## src/uhps_defs.vh

```
// Notes on behaviour
// RULE_01 - smart standby: request only when ports suspended and interconnect idle
// RULE_02 - software saves command, clears async bit 5 and periodic bit 4
// RULE_03 - status bits 15 and 14 show true schedule state; software polls
// RULE_04 - software suspends ports, waits about 3 ms, restores command
// RULE_05 - core master reaches interconnect through a bridge, singles and bursts
// RULE_06 - a single read after a write is never dropped under back-pressure
// RULE_07 - control message: descriptor write-back, then two single reads
// RULE_08 - software pads out payload remainder to at least 16 bytes
// RULE_09 - after a stall software resets the module and re-enumerates
// RULE_10 - three ports, each owned by exactly one controller, both may run
// RULE_11 - enhanced controller carries 480 Mbit/s over UTMI or ULPI
// RULE_12 - open controller carries 12 and 1.5 Mbit/s over serial
// RULE_13 - a UTMI-driven port is converted to transceiverless link signalling
// RULE_14 - software puts all ports in one mode once any uses ULPI
// RULE_15 - third port never takes ULPI mode; serial or link mode only
// RULE_16 - in ULPI mode the block sources the port clock to the PHY
// RULE_17 - ULPI ports carry high speed only; slow devices need a hub
// RULE_18 - standby request drops on resume and link logic returns defined
`ifndef UHPS_DEFS_VH
`define UHPS_DEFS_VH
`define UHPS_A_CMD      4'h0
`define UHPS_A_STS      4'h4
`define UHPS_A_PCFG     4'h8
`define UHPS_A_CTRL     4'hc
`define UHPS_B_RUN      0
`define UHPS_B_PER_EN   4
`define UHPS_B_ASYNC_EN 5
`define UHPS_B_PER_ST   14
`define UHPS_B_ASYNC_ST 15
`define UHPS_B_SBY      0
`define UHPS_B_BUSY     1
`define UHPS_B_SBEN     0
`define UHPS_M_SERIAL   2'h0
`define UHPS_M_ULPI     2'h1
`define UHPS_M_LINK     2'h2
`define UHPS_OWN_OPEN   1'b1
`define UHPS_CLK_DIV    4'h2
`define UHPS_WAKE_EDGES 4'h3
`define UHPS_DESC_OFS   32'h0000_0008
`endif

```

## src/uhps_standby.v

```verilog
// The strobed register port and the placing of the registers were chosen for this implementation.
`timescale 1ns/1ps
`default_nettype none
`include "uhps_defs.vh"
module uhps_standby #(
  parameter NPORT = 3,
  parameter DW    = 32,
  parameter AW    = 32
) (
  input  wire              clk,
  input  wire              rst_n,
  input  wire [3:0]        reg_addr,
  input  wire [31:0]       reg_wdata,
  input  wire              reg_wr,
  input  wire              reg_rd,
  output reg  [31:0]       reg_rdata,
  input  wire              core_valid,
  output wire              core_ready,
  input  wire              core_write,
  input  wire [3:0]        core_blen,
  input  wire [AW-1:0]     core_addr,
  input  wire [DW-1:0]     core_wdata,
  output reg               core_rvalid,
  output reg  [DW-1:0]     core_rdata,
  input  wire              ctrl_msg_start,
  input  wire [AW-1:0]     ctrl_desc_addr,
  input  wire [DW-1:0]     ctrl_desc_data,
  output wire              ic_valid,
  input  wire              ic_ready,
  output wire              ic_write,
  output wire [3:0]        ic_blen,
  output wire [AW-1:0]     ic_addr,
  output wire [DW-1:0]     ic_wdata,
  input  wire              ic_resp_valid,
  input  wire [DW-1:0]     ic_resp_data,
  input  wire              link_clk,
  input  wire              port_resume,
  output reg  [NPORT-1:0]  port_hs,
  output reg  [NPORT-1:0]  port_link_conv,
  output reg  [NPORT-1:0]  port_suspend,
  output reg               ulpi_clk_out,
  output reg               standby_req
);
  localparam BW = 1 + 4 + AW + DW;
  localparam S_ACT   = 4'h1;
  localparam S_DRAIN = 4'h2;
  localparam S_SBY   = 4'h4;
  localparam S_WAKE  = 4'h8;
  localparam C_IDLE  = 4'h1;
  localparam C_WB    = 4'h2;
  localparam C_RD0   = 4'h4;
  localparam C_RD1   = 4'h8;

  // legal mode for a port; third port never takes ulpi
  function [1:0] legal_mode;
    input integer idx;
    input [1:0]   m;
    begin
      if (m == `UHPS_M_ULPI && idx == 2) // see RULE_15
        legal_mode = `UHPS_M_SERIAL;
      else if (m == 2'h3)
        legal_mode = `UHPS_M_SERIAL;
      else
        legal_mode = m;
    end
  endfunction

  reg rst_m_ff, rst_s_ff;
  always @(posedge clk or negedge rst_n) begin
    if (!rst_n) begin
      rst_m_ff <= 1'b0;
      rst_s_ff <= 1'b0;
    end else begin
      rst_m_ff <= 1'b1;
      rst_s_ff <= rst_m_ff;
    end
  end
  wire rs_n = rst_s_ff;

  // link clock and resume pin synchronisers
  reg [2:0] lclk_ff;
  reg [1:0] res_ff;
  always @(posedge clk or negedge rs_n) begin
    if (!rs_n) begin
      lclk_ff <= 3'h0;
      res_ff  <= 2'h0;
    end else begin
      lclk_ff <= {lclk_ff[1:0], link_clk};
      res_ff  <= {res_ff[0], port_resume};
    end
  end
  wire lclk_rise = lclk_ff[1] & ~lclk_ff[2];
  wire resume_s  = res_ff[1];

  reg [31:0]       cmd_ff;
  reg [2*NPORT-1:0] mode_ff;
  reg [NPORT-1:0]  owner_ff;
  reg              sben_ff;
  reg [NPORT-1:0]  susp_req_ff;
  reg              async_st_ff, per_st_ff;
  reg [3:0]        st_ff;
  reg [3:0]        wake_cnt_ff;
  reg [7:0]        outst_ff;

  // bridge buffer, two entries
  reg [BW-1:0] buf_mem [0:1];
  reg          wp_ff, rp_ff;
  reg [1:0]    cnt_ff;
  wire         buf_full  = (cnt_ff == 2'h2);
  wire         buf_empty = (cnt_ff == 2'h0);

  // control message sequencer
  reg [3:0]    cs_ff;
  reg [AW-1:0] caddr_ff;
  reg [DW-1:0] cdata_ff;
  wire         seq_busy = ~cs_ff[0];
  reg          in_valid;
  reg [BW-1:0] in_word;
  always @* begin
    in_valid = 1'b0;
    in_word  = {BW{1'b0}};
    case (cs_ff)
      C_IDLE: begin
        in_valid = core_valid;
        in_word  = {core_write, core_blen, core_addr, core_wdata};
      end
      C_WB: begin
        in_valid = 1'b1;
        in_word  = {1'b1, 4'h0, caddr_ff, cdata_ff}; // see RULE_07
      end
      C_RD0: begin
        in_valid = 1'b1;
        in_word  = {1'b0, 4'h0, caddr_ff + `UHPS_DESC_OFS,
                    {DW{1'b0}}};
      end
      C_RD1: begin
        in_valid = 1'b1;
        in_word  = {1'b0, 4'h0,
                    caddr_ff + `UHPS_DESC_OFS + 32'h4, {DW{1'b0}}};
      end
      default: begin
        in_valid = 1'b0;
        in_word  = {BW{1'b0}};
      end
    endcase
  end
  // new requests stop while draining toward standby
  wire gate_new = st_ff[0] | st_ff[3];
  // nothing is taken while the internal reset still holds the buffer
  assign core_ready = rs_n & ~buf_full & ~seq_busy & gate_new;
  wire in_take  = in_valid & ~buf_full & gate_new;
  assign ic_valid = ~buf_empty;
  wire out_take = ic_valid & ic_ready;
  assign {ic_write, ic_blen, ic_addr, ic_wdata} = buf_mem[rp_ff];

  // write holds in buffer until taken, so a following read never drops
  always @(posedge clk) begin
    if (in_take)
      buf_mem[wp_ff] <= in_word; // see RULE_05 see RULE_06
  end
  always @(posedge clk or negedge rs_n) begin
    if (!rs_n) begin
      wp_ff    <= 1'b0;
      rp_ff    <= 1'b0;
      cnt_ff   <= 2'h0;
      outst_ff <= 8'h00;
    end else begin
      if (in_take)
        wp_ff <= ~wp_ff;
      if (out_take)
        rp_ff <= ~rp_ff;
      cnt_ff   <= cnt_ff + {1'b0, in_take} - {1'b0, out_take};
      outst_ff <= outst_ff + {7'h00, out_take & ~ic_write}
                  - {7'h00, ic_resp_valid};
    end
  end

  always @(posedge clk or negedge rs_n) begin
    if (!rs_n) begin
      cs_ff       <= C_IDLE;
      caddr_ff    <= {AW{1'b0}};
      cdata_ff    <= {DW{1'b0}};
      core_rvalid <= 1'b0;
      core_rdata  <= {DW{1'b0}};
    end else begin
      core_rvalid <= ic_resp_valid;
      if (ic_resp_valid)
        core_rdata <= ic_resp_data;
      case (cs_ff)
        C_IDLE: if (ctrl_msg_start && !(core_valid && core_ready)) begin
          cs_ff    <= C_WB;
          caddr_ff <= ctrl_desc_addr;
          cdata_ff <= ctrl_desc_data;
        end
        C_WB:  if (in_take) cs_ff <= C_RD0;
        C_RD0: if (in_take) cs_ff <= C_RD1;
        C_RD1: if (in_take) cs_ff <= C_IDLE;
        default: cs_ff <= C_IDLE;
      endcase
    end
  end

  wire ic_idle = buf_empty & (outst_ff == 8'h00);

  // register file
  integer k;
  always @(posedge clk or negedge rs_n) begin
    if (!rs_n) begin
      cmd_ff      <= 32'h0000_0000;
      mode_ff     <= {2*NPORT{1'b0}};
      owner_ff    <= {NPORT{1'b0}};
      sben_ff     <= 1'b0;
      susp_req_ff <= {NPORT{1'b0}};
    end else if (reg_wr) begin
      case (reg_addr)
        `UHPS_A_CMD: cmd_ff <= reg_wdata;
        `UHPS_A_PCFG: begin
          for (k = 0; k < NPORT; k = k + 1) begin
            mode_ff[2*k +: 2] <= legal_mode(k, reg_wdata[2*k +: 2]);
            owner_ff[k]       <= reg_wdata[8+k]; // see RULE_10
          end
        end
        `UHPS_A_CTRL: begin
          sben_ff     <= reg_wdata[`UHPS_B_SBEN];
          susp_req_ff <= reg_wdata[4 +: NPORT];
        end
        default: sben_ff <= sben_ff;
      endcase
    end
  end

  // schedule state sets as soon as enable and run are set, clears only after traffic drains
  always @(posedge clk or negedge rs_n) begin
    if (!rs_n) begin
      async_st_ff <= 1'b0;
      per_st_ff   <= 1'b0;
    end else begin
      if (cmd_ff[`UHPS_B_ASYNC_EN] & cmd_ff[`UHPS_B_RUN])
        async_st_ff <= 1'b1;
      else if (ic_idle & ~seq_busy)
        async_st_ff <= 1'b0; // see RULE_03
      if (cmd_ff[`UHPS_B_PER_EN] & cmd_ff[`UHPS_B_RUN])
        per_st_ff <= 1'b1;
      else if (ic_idle & ~seq_busy)
        per_st_ff <= 1'b0; // see RULE_03
    end
  end

  // per-port speed, link conversion and suspend
  genvar g;
  generate
    for (g = 0; g < NPORT; g = g + 1) begin : g_port
      wire is_ulpi = (mode_ff[2*g +: 2] == `UHPS_M_ULPI);
      wire is_link = (mode_ff[2*g +: 2] == `UHPS_M_LINK);
      always @(posedge clk or negedge rs_n) begin
        if (!rs_n) begin
          port_hs[g]        <= 1'b0;
          port_link_conv[g] <= 1'b0;
          port_suspend[g]   <= 1'b0;
        end else begin
          // ulpi ports run high speed only, owner ignored
          port_hs[g] <= is_ulpi | // see RULE_17
            (owner_ff[g] != `UHPS_OWN_OPEN); // see RULE_11 see RULE_12
          // either controller may own a converted port
          port_link_conv[g] <= is_link; // see RULE_13
          port_suspend[g]   <= susp_req_ff[g] & ~st_ff[3];
        end
      end
    end
  endgenerate

  // port clock sourced while any ulpi port is configured
  wire any_ulpi = (mode_ff[1:0] == `UHPS_M_ULPI) |
                  (mode_ff[3:2] == `UHPS_M_ULPI);
  reg [3:0] div_ff;
  always @(posedge clk or negedge rs_n) begin
    if (!rs_n) begin
      div_ff       <= 4'h0;
      ulpi_clk_out <= 1'b0;
    end else if (!any_ulpi) begin
      div_ff       <= 4'h0;
      ulpi_clk_out <= 1'b0;
    end else if (div_ff == `UHPS_CLK_DIV - 4'h1) begin
      div_ff       <= 4'h0;
      ulpi_clk_out <= ~ulpi_clk_out; // see RULE_16
    end else begin
      div_ff <= div_ff + 4'h1;
    end
  end

  // smart standby sequencer
  wire all_susp = &port_suspend;
  always @(posedge clk or negedge rs_n) begin
    if (!rs_n) begin
      st_ff       <= S_ACT;
      standby_req <= 1'b0;
      wake_cnt_ff <= 4'h0;
    end else begin
      case (st_ff)
        S_ACT: begin
          standby_req <= 1'b0;
          if (sben_ff && all_susp && !resume_s)
            st_ff <= S_DRAIN;
        end
        S_DRAIN: begin
          if (!sben_ff || !all_susp || resume_s) begin
            st_ff <= S_ACT;
          end else if (ic_idle && !seq_busy) begin
            st_ff       <= S_SBY;
            standby_req <= 1'b1; // see RULE_01
          end
        end
        S_SBY: begin
          if (resume_s || !sben_ff || !all_susp) begin
            st_ff       <= S_WAKE;
            standby_req <= 1'b0; // see RULE_18
            wake_cnt_ff <= 4'h0;
          end
        end
        S_WAKE: begin
          standby_req <= 1'b0;
          if (lclk_rise)
            wake_cnt_ff <= wake_cnt_ff + 4'h1;
          if (wake_cnt_ff == `UHPS_WAKE_EDGES)
            st_ff <= S_ACT; // see RULE_18
        end
        default: begin
          st_ff       <= S_ACT;
          standby_req <= 1'b0;
        end
      endcase
    end
  end

  // register read, data one cycle after strobe
  always @(posedge clk or negedge rs_n) begin
    if (!rs_n) begin
      reg_rdata <= 32'h0000_0000;
    end else if (reg_rd) begin
      case (reg_addr)
        `UHPS_A_CMD: reg_rdata <= cmd_ff;
        `UHPS_A_STS: begin
          reg_rdata <= 32'h0000_0000;
          reg_rdata[`UHPS_B_ASYNC_ST] <= async_st_ff;
          reg_rdata[`UHPS_B_PER_ST]   <= per_st_ff;
          reg_rdata[`UHPS_B_SBY]  <= standby_req;
          reg_rdata[`UHPS_B_BUSY] <= ~ic_idle;
        end
        `UHPS_A_PCFG: reg_rdata <= {21'h0, owner_ff, 2'h0, mode_ff};
        `UHPS_A_CTRL: reg_rdata <= {25'h0, port_suspend, 3'h0,
                                    sben_ff};
        default: reg_rdata <= 32'h0000_0000;
      endcase
    end
  end
endmodule // uhps_standby
`default_nettype wire

```

## config.mk

```make
export PLATFORM = sky130hd
export DESIGN_NAME = uhps_standby
export DESIGN_NICKNAME = d
export VERILOG_FILES = /design/src/uhps_standby.v
export VERILOG_INCLUDE_DIRS = /design/src
export SDC_FILE = /design/constraint.sdc
export NUM_CORES = 1
export LEC_CHECK = 0
export ABC_CLOCK_PERIOD_IN_PS = 9400
export BUFFER_PORTS_ARGS = -buffer_cell sky130_fd_sc_hd__buf_2
export CORE_ASPECT_RATIO = 1.25
export CORE_MARGIN = 2
export CORE_UTILIZATION = 55
export DETAILED_ROUTE_END_ITERATION = 10
export MAX_ROUTING_LAYER = met4
export PLACE_DENSITY = 0.85
export SYNTH_ARGS = -nofsm -noshare
export SYNTH_HDL_FRONTEND = slang
export SYNTH_SLANG_ARGS = --single-unit
```

## constraint.sdc

```tcl
create_clock -name clk -period 9.4 [get_ports clk]
set_clock_uncertainty 0.15 [all_clocks]
set_input_delay 1.88 -clock clk [delete_from_list [all_inputs] [get_ports clk]]
set_output_delay 1.88 -clock clk [all_outputs]
set_load 0.05 [all_outputs]
```

==> reports/metrics.cfg <==
[routing]
vias=11720
routed_via_density=5.72
wl_per_cell_um=19.7
met3_length_um=3430
postRouteAntennaNets=0
wirelength_um=40400
dr_wl_met2_um=20500
dr.max_layer_used=met4
drt-initial-drc-count=944
firstDrtPassIters=8
drc=0
wl_met1_um=15200

[setup_path]
slowest_delay_ns=0.61
cp_cell_sequence=nor2_1 > a21oi_1 > and3_1 > buf_2
end_kind=output pin
worstSetupPathType=reg -> out
slowest_stage=dfstp_2
critPathLaunchType=register
crit_arrival_ns=2.42
required_ns=7.37
crit_fanout=9
critPathTopFamily=flip-flops
crit_buf_inv=1

[power]
power_density_nw_per_um2=335
vdd_drop_max_mv=0.222
p_leak_nw=8.40

[cells_and_area]
final_layout_size_suffix_gt1_share_pct=39.7
nFillCells=2196
final_common_cell=buf_2
final_nets=1843
layout_common_cells=357 x buf_2, 218 x dfrtp_1, 209 x mux2_2
fin_area_um2=19700
areaGrowthSynthToFinish_pct=20.0

[synth]
synth_cells=1285
synth_adder_area_share_pct=1.57
synth-simple-area-share_pct=9.24
synth_compound_area_share_pct=8.91
syn_area_um2=16400
synth_warnings=0
synth-xor-area-share_pct=3.15
synth-edff-count=138
synth_async_sr_flop_share_pct=61.7
synth_cell_types=72
synth_top_family_by_area=multiplexers
yosysSeqAreaShare_pct=59.2
muxShareOfSynthArea_pct=14.7
synth_top_flop_cell=dfrtp_1
avgSynthCellArea_um2=12.8
ys_ff_latch=360
syn_nets=1516

[placement]
numPortBuffers=357
dp_hpwl_um=28800
dp_slack_ns=4.88
routabilityCongestion=0.908
place_area_um2=18500

[floorplanning]
start_util_pct=56.0
die_x_um=158
die_area_um2=31200
fp-row-count=70
core_area_um2=29300
die_y_um=197
io_pins=358

[sta]
setup_violations=0
slew_headroom_pct=35.2
finalWorstSetupSlack_ns=4.95
slew_viol_final=0
fmax_mhz=225
hold_violations=0
period_minus_slack_ns=4.45
rsz0062_at_grt=false
finalSetupTns_ns=0
tightest_slew_ns=0.972
post-route-period-util_pct=47.4

[global_route]
grt_pass1_wl_um=62100
grt_start_max_net_pins=77
grt_pass1_vias=11974
grt_overflow=0
antenna_found_initial=11
grt_usage_pct=26.4

[hold_path]
hold_path.class=reg -> async

[clocking]
numCtsBuffers=36
cts_tree=built
cts_resized=0
cts_max_path_buffers=3
cts.root.buffer_cell=clkbuf_16
cts_setup_buffers=0
cts_sinks=360
clk_pin_slew_ns=0.06
clock_latency_ns=0.54
cts_hold_buf=0
h-tree-depth=2

[flow_run]
cap_violations=0

[status]
status=completed

[cell families (layout without fill, tap and decap cells)]
group           count (synthesis)  in the layout
buf+inv                       132            486
xor+xnor                       59             59
flops                         360            360
mux                           212            212
compound gates                210            210
fa+ha+maj                      20             20
other cells                     1             14
simple gates                  291            291
[stage by stage]
step	util, %	power (mW)	instances	hold WS [ns]
detailed placement	63.1	5.16	1970	0.187
global route	67.2	6.91	2046	0.209
global placement	63.1	5.06	1970	0.184
floorplan	-	4.54	1285	0.181
finish	67.2	6.58	2048	0.192
CTS	67.1	6.61	2035	0.198
[worst paths after layout]
check / from / end / slack [ns] / depth (start not counted)
setup / recovery: st_ff[0]$_DFFE_PN1P_ / core_ready / 4.95 / 4
hold / removal: rs_n$_DFF_PN0_ / ulpi_clk_out$_DFFE_PN0P_ / 0.19 / 0
setup reg to reg: caddr_ff[4]$_DFFE_PN0P_ / buf_mem[0][62]$_DFFE_PP_ / 5.16 / 9
hold reg to reg: rs_n$_DFF_PN0_ / ulpi_clk_out$_DFFE_PN0P_ / 0.19 / 0
max in group asynchronous: rs_n$_DFF_PN0_ / rp_ff$_DFFE_PN0P_ / 7.05 / 2
min in group clk: res_ff[0]$_DFF_PN0_ / res_ff[1]$_DFF_PN0_ / 0.20 / 0
[sequential cells by signal (all words and copies together) (netlist names), 6 cells and up]
| signal | count |
|---|---|
| buf_mem | 138 |
| core_rdata | 32 |
| outst_ff | 8 |
| reg_rdata | 32 |
| mode_ff | 6 |
| caddr_ff | 32 |
| cmd_ff | 32 |
| cdata_ff | 32 |
[power by group]
group	total [mW]	switching (mW)	internal, mW
combinational	2.59	1.68	0.916
sequential	2.55	0.332	2.22
clock	1.43	0.585	0.848
total	6.58	2.60	3.99
[routing by layer]
| metal | track usage (%) | up-vias |
|---|---|---|
| met5 | - | - |
| met2 | 44.9 | 457 |
| li1 | - | 5376 |
| met3 | 7.17 | 92 |
| met4 | 9.74 | 0 |
| met1 | 29.7 | 5795 |
[worst register-to-register path, delay by kind of cell, from the launching register on]
family	cells	cell delay (ns)
flip-flops	1	0.49
AO/OA/AOI/OAI	3	0.66
XOR/XNOR	1	0.17
adder cells (fa/ha/maj)	1	0.47
AND/OR/NAND/NOR	4	2.01
[cell type report]
type                            count  area [um^2]  area share (%)
Sequential cell                   360         9710            49.4
Multi-Input combinational cell    793         6180            31.4
Timing Repair Buffer              368         1870            9.51
Clock buffer                       51         1030            5.23
Tap cell                          396          495            2.52
Inverter                           53          199            1.01
Clock inverter                     14          151           0.770
Antenna cell                       13         32.5           0.165
[cell usage after synthesis (20+ instances only)]
cell type  count  area share, %
nand2_1       78            1.8
inv_1         53            1.2
clkbuf_1      54            1.2
mux2_2       209             14
a21oi_1       26           0.79
nand3_1       28           0.86
xor2_1        25            1.3
edfxtp_1     138             25
nor2_1        51            1.2
a22o_1        37            2.0
xnor2_1       34            1.8
nor3_1        20           0.61
dfrtp_1      220             34
o21ai_0       60            1.8
(Power assumes the default switching activity.)
